$ cat src/logic/status_led_pkg.sv
// Shared constants for the bridge input status indicator logic
package status_led_pkg;
    // Slave state machine codes
    typedef enum logic [2:0] {
        SLV_INIT = 3'h1,
        SLV_PREOP = 3'h2,
        SLV_BOOT = 3'h3,
        SLV_SAFEOP = 3'h4,
        SLV_OP = 3'h0
    } slave_state_t;

    // Clock rate and pattern timing
    localparam int CLK_HZ = 25000000;
    localparam int FLASH_MS = 200;
    localparam int FLASH_CYC = (CLK_HZ / 1000) * FLASH_MS;
    localparam int SINGLE_ON_MS = 200;
    localparam int SINGLE_ON_CYC = (CLK_HZ / 1000) * SINGLE_ON_MS;
    localparam int SINGLE_PERIOD_MS = 1200;
    localparam int SINGLE_PERIOD_CYC = (CLK_HZ / 1000) * SINGLE_PERIOD_MS;
    localparam int FLICKER_MS = 50;
    localparam int FLICKER_CYC = (CLK_HZ / 1000) * FLICKER_MS;

    // Reset values
    localparam logic LED_RESET = 1'b0;
    localparam logic SAFE_RESET = 1'b1;
    localparam logic QUAL_RESET = 1'b0;
endpackage

$ cat src/logic/pattern_divider.sv
// Free-running divider producing one blink pattern
`timescale 1ns/100ps
`default_nettype none
module pattern_divider #(
    parameter int PERIOD_CYC = 10,
    parameter int ON_CYC = 5
) (
    // Clock and reset
    input wire logic core_clk,
    input wire logic resetn,
    // Pattern output
    output logic pattern
);
    localparam int CW = $clog2(PERIOD_CYC);

    // A lit phase of zero or of the whole period would freeze the lamp
    if (ON_CYC < 1 || ON_CYC >= PERIOD_CYC) begin : checkOnTime
        $error("pattern_divider: on time must be within the period");
    end

    logic [CW-1:0] count_ff;
    logic pattern_ff;

    always_ff @(posedge core_clk) begin
        if (!resetn) begin
            count_ff <= '0;
        end else if (count_ff == CW'(PERIOD_CYC - 1)) begin
            count_ff <= '0;
        end else begin
            count_ff <= count_ff + CW'(1);
        end
    end

    // Registered so the pattern edge never glitches the LED
    always_ff @(posedge core_clk) begin
        if (!resetn) begin
            pattern_ff <= 1'b0;
        end else begin
            pattern_ff <= (count_ff < CW'(ON_CYC));
        end
    end

    assign pattern = pattern_ff;
endmodule
`default_nettype wire

$ cat src/logic/bridge_input_status_leds.sv
// Front-panel status indicator logic for a bridge measurement input
`timescale 1ns/100ps
`default_nettype none
// Functional notes
// - Run LED: off INIT, flash PREOP, single flash SAFEOP, on OP, flicker BOOTSTRAP.
// - In SAFEOP outputs stay safe; data exchange only enabled in OP.
// - Stability LED lit exactly while measured value is stable.
// - Measuring LED lit only while measuring with valid process data.
// - Measuring LED dark during self-calibration, self-test or filter initialisation.
// - Self-calibration LED lit during calibration; process data invalid then.
// - Self-test LED lit during self-test; process data invalid then.
// - Differential error LED lit while channel 1 is out of range.
// - Reference error LED lit while channel 2 is out of range.
module bridge_input_status_leds #(
    parameter int FLASH_CYC = status_led_pkg::FLASH_CYC,
    parameter int SINGLE_ON_CYC = status_led_pkg::SINGLE_ON_CYC,
    parameter int SINGLE_PERIOD_CYC = status_led_pkg::SINGLE_PERIOD_CYC,
    parameter int FLICKER_CYC = status_led_pkg::FLICKER_CYC
) (
    // Clock and reset
    input wire logic core_clk,
    input wire logic resetn,
    // Slave state
    input wire logic [2:0] slaveState,
    // Measurement core condition
    input wire logic valueStable,
    input wire logic measRunning,
    input wire logic selfCalActive,
    input wire logic selfTestActive,
    input wire logic filterInit,
    input wire logic diffOutOfRange,
    input wire logic refOutOfRange,
    // Indicators
    output logic run_led,
    output logic stable_led,
    output logic measuring_led,
    output logic self_cal_led,
    output logic self_test_led,
    output logic diff_range_error_led,
    output logic ref_range_error_led,
    // Data path qualifiers
    output logic outputsSafe,
    output logic dataExchangeEn,
    output logic processDataValid
);
    // ----------------------------------------------------------------
    // Parameter checks
    // ----------------------------------------------------------------
    // Flicker must stay clearly faster than flashing or the operator cannot tell them apart
    if (FLICKER_CYC < 2) begin : checkFlickerMin
        $error("bridge_input_status_leds: flicker phase must last at least two cycles");
    end
    if (FLICKER_CYC >= FLASH_CYC) begin : checkFlickerOrder
        $error("bridge_input_status_leds: flicker must be faster than flashing");
    end
    // A single flash is only recognisable if its period is longer than a flash period
    if (SINGLE_PERIOD_CYC <= 2 * FLASH_CYC) begin : checkSingleOrder
        $error("bridge_input_status_leds: single flash period must exceed the flash period");
    end
    if (SINGLE_ON_CYC < 1 || SINGLE_ON_CYC >= SINGLE_PERIOD_CYC) begin : checkSingleOn
        $error("bridge_input_status_leds: single flash lit time must lie inside its period");
    end

    // ----------------------------------------------------------------
    // Pattern generators
    // ----------------------------------------------------------------
    logic flashPat;
    logic singlePat;
    logic flickerPat;

    // Dividers never restart on a state change, so a new pattern may begin mid-phase
    // free-running dividers
    pattern_divider #(.PERIOD_CYC(2 * FLASH_CYC), .ON_CYC(FLASH_CYC)) flashDiv (
        .core_clk(core_clk),
        .resetn(resetn),
        .pattern(flashPat)
    );
    pattern_divider #(.PERIOD_CYC(SINGLE_PERIOD_CYC), .ON_CYC(SINGLE_ON_CYC)) singleDiv (
        .core_clk(core_clk),
        .resetn(resetn),
        .pattern(singlePat)
    );
    pattern_divider #(.PERIOD_CYC(2 * FLICKER_CYC), .ON_CYC(FLICKER_CYC)) flickerDiv (
        .core_clk(core_clk),
        .resetn(resetn),
        .pattern(flickerPat)
    );

    // ----------------------------------------------------------------
    // Run indicator and state qualifiers
    // ----------------------------------------------------------------
    status_led_pkg::slave_state_t curState;
    logic run_led_ff;
    logic outputsSafe_ff;
    logic dataExchangeEn_ff;

    // Codes outside the enum reach the default branch and show as INIT
    assign curState = status_led_pkg::slave_state_t'(slaveState);

    always_ff @(posedge core_clk) begin
        if (!resetn) begin
            run_led_ff <= status_led_pkg::LED_RESET;
        end else begin
            case (curState)
                status_led_pkg::SLV_INIT: begin
                    run_led_ff <= 1'b0;
                end
                status_led_pkg::SLV_PREOP: begin
                    run_led_ff <= flashPat;
                end
                status_led_pkg::SLV_SAFEOP: begin
                    run_led_ff <= singlePat;
                end
                status_led_pkg::SLV_OP: begin
                    run_led_ff <= 1'b1;
                end
                status_led_pkg::SLV_BOOT: begin
                    run_led_ff <= flickerPat;
                end
                default: begin
                    // Unknown code is shown as INIT
                    run_led_ff <= 1'b0;
                end
            endcase
        end
    end

    // Reset keeps the outputs safe until a state has been sampled
    // safe outputs outside OP
    always_ff @(posedge core_clk) begin
        if (!resetn) begin
            outputsSafe_ff <= status_led_pkg::SAFE_RESET;
            dataExchangeEn_ff <= status_led_pkg::QUAL_RESET;
        end else begin
            outputsSafe_ff <= (curState != status_led_pkg::SLV_OP);
            dataExchangeEn_ff <= (curState == status_led_pkg::SLV_OP);
        end
    end

    // ----------------------------------------------------------------
    // Measurement indicators
    // ----------------------------------------------------------------
    logic stable_ff;
    logic measuring_ff;
    logic selfCal_ff;
    logic selfTest_ff;
    logic dataValid_ff;
    logic dataBlocked;

    // Filter start-up counts as blocked because early samples are not yet settled
    // calibration, test and filter start block measuring
    assign dataBlocked = selfCalActive | selfTestActive | filterInit;

    // Stability judgement belongs to the core; the lamp only mirrors it
    // stability follows judgement
    always_ff @(posedge core_clk) begin
        if (!resetn) begin
            stable_ff <= status_led_pkg::LED_RESET;
        end else begin
            stable_ff <= valueStable;
        end
    end

    // Lamp and validity share one term so they can never disagree
    // measuring only with valid data
    always_ff @(posedge core_clk) begin
        if (!resetn) begin
            measuring_ff <= status_led_pkg::LED_RESET;
            dataValid_ff <= status_led_pkg::QUAL_RESET;
        end else begin
            measuring_ff <= measRunning & ~dataBlocked;
            dataValid_ff <= measRunning & ~dataBlocked;
        end
    end

    // Validity is withdrawn through the measuring gate, not here
    // calibration and test lamps
    always_ff @(posedge core_clk) begin
        if (!resetn) begin
            selfCal_ff <= status_led_pkg::LED_RESET;
            selfTest_ff <= status_led_pkg::LED_RESET;
        end else begin
            selfCal_ff <= selfCalActive;
            selfTest_ff <= selfTestActive;
        end
    end

    // ----------------------------------------------------------------
    // Range error indicators
    // ----------------------------------------------------------------
    logic diffErr_ff;
    logic refErr_ff;

    // No latching: a lamp goes dark as soon as its channel is back in range
    // channel range errors
    always_ff @(posedge core_clk) begin
        if (!resetn) begin
            diffErr_ff <= status_led_pkg::LED_RESET;
            refErr_ff <= status_led_pkg::LED_RESET;
        end else begin
            diffErr_ff <= diffOutOfRange;
            refErr_ff <= refOutOfRange;
        end
    end

    // ----------------------------------------------------------------
    // Outputs
    // ----------------------------------------------------------------
    // Every lamp comes straight from a flip-flop so no decode glitch reaches it
    assign run_led = run_led_ff;
    assign stable_led = stable_ff;
    assign measuring_led = measuring_ff;
    assign self_cal_led = selfCal_ff;
    assign self_test_led = selfTest_ff;
    assign diff_range_error_led = diffErr_ff;
    assign ref_range_error_led = refErr_ff;
    assign outputsSafe = outputsSafe_ff;
    assign dataExchangeEn = dataExchangeEn_ff;
    assign processDataValid = dataValid_ff;
endmodule
`default_nettype wire

$ cat config.mk
export PLATFORM = sky130hd
export DESIGN_NAME = bridge_input_status_leds
export DESIGN_NICKNAME = d
export VERILOG_FILES = /design/src/logic/status_led_pkg.sv /design/src/logic/pattern_divider.sv /design/src/logic/bridge_input_status_leds.sv
export SDC_FILE = /design/constraint.sdc
export NUM_CORES = 1
export LEC_CHECK = 0
export ABC_AREA = 1
export BUFFER_PORTS_ARGS = -buffer_cell sky130_fd_sc_hd__buf_2
export CAP_MARGIN = 20
export CORE_MARGIN = 2
export CORE_UTILIZATION = 55
export CTS_BUF_LIST = sky130_fd_sc_hd__clkbuf_2 sky130_fd_sc_hd__clkbuf_4 sky130_fd_sc_hd__clkbuf_8
export DETAILED_ROUTE_END_ITERATION = 7
export PLACE_DENSITY_LB_ADDON = 0.2
export SYNTH_ARGS = -nofsm -noshare
export SYNTH_HDL_FRONTEND = slang
export SYNTH_SLANG_ARGS = --single-unit
$ cat constraint.sdc
create_clock -name core_clk -period 2.7 [get_ports core_clk]
set_clock_uncertainty 0.1 [all_clocks]
set_input_delay 0.135 -clock core_clk [delete_from_list [all_inputs] [get_ports core_clk]]
set_output_delay 0.135 -clock core_clk [all_outputs]
set_load 0.1 [all_outputs]
==> impl_metrics.env <==
export IMPL_outcome="finished clean"
export IMPL_synth_compound_area_frac=0.0701
export IMPL_portBuffers=21
export IMPL_core_area_um2=7690
export IMPL_cap_violations=0
export IMPL_hold_slack_ns=0.0447
export IMPL_die_area_um2=8580
export IMPL_setup_viol=0
export IMPL_period_share=0.760
export IMPL_worstSetupPathType="in2reg"
export IMPL_crit_required_ns=2.87
export IMPL_hold_viol_final=0
export IMPL_synthAdderAreaFrac=0.00869
export IMPL_fin_tns_setup_ns=0
export IMPL_synth_top_family_by_area="simple AND/OR/NAND/NOR gates"
export IMPL_vias_per_cell=5.12
export IMPL_synthTopCellsByCount="nand2_1 (184), nor2_1 (155), dfxtp_1 (83)"
export IMPL_synth_area_um2=4320
export IMPL_cts_tree="done"
export IMPL_wl_met1_um=4330
export IMPL_fin_cells=800
export IMPL_netlist_area_leader_share=0.385
export IMPL_clk_path_buf_depth=2
export IMPL_met2WireLength_um=4530
export IMPL_leakage_nw=1.68
export IMPL_yosys_warnings=0
export IMPL_worstSetupStartpointType="input pin"
export IMPL_cts_root_buf="clkbuf_8"
export IMPL_layout_min_cycle_time_ns=2.05
export IMPL_drive_gt1_frac=0.0931
export IMPL_insertion_delay_ns=0.37
export IMPL_cp_arrival_ns=2.22
export IMPL_synthMuxAreaShare=0
export IMPL_antenna_found_initial=0
export IMPL_syn_inst=658
export IMPL_synth_edf_count=0
export IMPL_finalWirelength_um=9550
export IMPL_fin_nets=708
export IMPL_max_vdd_ir_drop_uv=277
export IMPL_topRoutingLayerUsed="met4"
export IMPL_synthXorXnorAreaFrac=0.0588
export IMPL_start_util=0.562
export IMPL_hold_path_class="in2reg"
export IMPL_critPathMaxFanout=2
export IMPL_grt_max_degree=26
export IMPL_cts_resized_gates=0
export IMPL_n_antenna_cell=0
export IMPL_die_h_um=92.6
export IMPL_drv_slew=0
export IMPL_vias=4092
export IMPL_h_tree_depth=3
export IMPL_final_antenna_net_count=0
export IMPL_grt_pass1_vias=3768
export IMPL_drt_iter0_drc=188
export IMPL_post_synth_num_cell_types=29
export IMPL_grt_pass1_wl_um=16400
export IMPL_wire_per_inst_um=11.9
export IMPL_dr_pass1_iters=4
export IMPL_die_x_um=92.6
export IMPL_place_gp_congestion=0.957
export IMPL_synth_most_common_cell="nand2_1"
export IMPL_ys_flop_type="dfxtp_1"
export IMPL_synthSimpleGateAreaFrac=0.407
export IMPL_clock_fmax_mhz=488
export IMPL_area_growth_pct=11.9
export IMPL_clk_pin_slew_ns=0.08
export IMPL_dp_cells=774
export IMPL_relSlewSlack=0.541
export IMPL_gr_usage_all_layers=0.238
export IMPL_hpwl_um=6940
export IMPL_syn_area_per_cell_um2=6.57
export IMPL_drc=0
export IMPL_yosysSeqAreaShare=0.385
export IMPL_numCtsBuffers=9
export IMPL_gr_total_overflow=0
export IMPL_cts_sinks=83
export IMPL_ys_ff_latch=83
export IMPL_boundaryPins=22
export IMPL_p_per_area_nw_per_um2=513
export IMPL_met3_length_um=463
export IMPL_worst_pin_slew_ns=0.687
export IMPL_syn_nets=673
export IMPL_std_cell_rows=32
export IMPL_synth_top_cell_by_area="dfxtp_1"
export IMPL_rsz0062_at_grt="no"
export IMPL_async_reset_ff_frac=0
export IMPL_crit_path_end_kind="flop"
export IMPL_synth_area_leaders="dfxtp_1 (38%), nand2_1 (16%), nor2_1 (13%)"
==> layout by cell type, fill, tap and decap left out, types with 3 or more instances in the layout <==
| cell | synthesis | routed |
|---|---|---|
| ha_1 | 3 | 3 |
| or2_2 | 6 | 6 |
| o21ai_0 | 13 | 13 |
| a21oi_1 | 24 | 24 |
| nand4_1 | 9 | 9 |
| nor3_1 | 7 | 7 |
| nand2_1 | 184 | 184 |
| inv_1 | 61 | 61 |
| clkbuf_8 | 0 | 9 |
| dlygate4sd3_1 | 0 | 10 |
| o21bai_1 | 5 | 5 |
| dfxtp_1 | 83 | 83 |
| xor2_1 | 17 | 17 |
| buf_2 | 3 | 21 |
| a21oi_2 | 8 | 8 |
| nand3_1 | 42 | 42 |
| nor2_2 | 5 | 5 |
| xnor2_1 | 12 | 12 |
| nor2_1 | 155 | 155 |
| bufinv_16 | 0 | 3 |
| nand3b_1 | 5 | 5 |
==> registers in the layout, summed over array words and instances (netlist names) <==
| register | count |
|---|---|
| dataExchangeEn | 1 |
| diff_range_error_led | 1 |
| flashDiv.count_ff | 24 |
| flashDiv.pattern | 1 |
| flickerDiv.count_ff | 22 |
| flickerDiv.pattern | 1 |
| outputsSafe | 1 |
| processDataValid | 1 |
| ref_range_error_led | 1 |
| run_led | 1 |
| self_cal_led | 1 |
| self_test_led | 1 |
| singleDiv.count_ff | 25 |
| singleDiv.pattern | 1 |
| stable_led | 1 |
==> critical path, cell delays in order <==
cell	delay, ns
dlygate4sd3_1	0.53
buf_2	0.13
nor2_1	0.08
dlygate4sd3_1	0.59
nand2_1	0.05
dlygate4sd3_1	0.55
nor2_1	0.11
inv_1	0.04
==> metal layers <==
layer / vias to the layer above / global-route usage
li1: 2133 / -
met1: 1836 / 0.290
met2: 108 / 0.418
met3: 15 / 0.0301
met4: 0 / 0.108
met5: - / 0
==> metrics by stage <==
stage	setup slack (ns)	util	cell area, um2	total power [mW]
floorplan	1.11	-	4320	1.38
global placement	0.872	0.584	4490	1.39
detailed placement	0.728	0.584	4490	1.40
CTS	0.708	0.629	4830	2.50
global route	0.527	0.629	4830	2.56
finish	0.649	0.629	4830	2.48
==> where the power goes <==
part / internal (mW) / switching (mW) / total [mW]
Combinational: 0.0356 / 0.0896 / 0.125
Clock: 0.626 / 0.474 / 1.10
Sequential: 1.24 / 0.0114 / 1.25
Total: 1.90 / 0.575 / 2.48
==> path summary, 6_finish.rpt <==
kind,startpoint,endpoint,slack [ns],cells past startpoint
worst max register to register,flickerDiv.count_ff[0]$_SDFF_PP0_,flickerDiv.count_ff[0]$_SDFF_PP0_,0.74,6
worst max-delay path,slaveState[1],outputsSafe$_SDFF_PN1_,0.65,8
worst min-delay path,resetn,stable_led$_SDFF_PN0_,0.04,3
worst min register to register,flashDiv.count_ff[0]$_SDFF_PP0_,flashDiv.count_ff[0]$_SDFF_PP0_,0.36,1
==> area by class of cell <==
class | count | area, um2
Clock buffer | 10 | 131
Clock inverter | 6 | 114
Fill cell | 744 | 2850
Inverter | 62 | 233
Multi-Input combinational cell | 505 | 2350
Sequential cell | 83 | 1660
Tap cell | 102 | 128
Timing Repair Buffer | 32 | 213
==> cell families (layout without fill, tap and decap cells) <==
| kind of cell | Yosys count | after routing |
|---|---|---|
| AND/OR/NAND/NOR | 422 | 422 |
| flip-flops | 83 | 83 |
| buffers and inverters | 70 | 110 |
| AO/OA/AOI/OAI | 51 | 51 |
| XOR/XNOR | 29 | 29 |
| adder cells (fa/ha/maj) | 3 | 3 |
==> timing repair <==
| action | 4_1_cts | 5_1_grt |
|---|---|---|
| endpoints found under the hold margin | 9 | 0 |
| buffers inserted | 0 | 0 |
| hold buffers | 10 | 0 |
No activity file was read; power rests on OpenSTA's default activity.
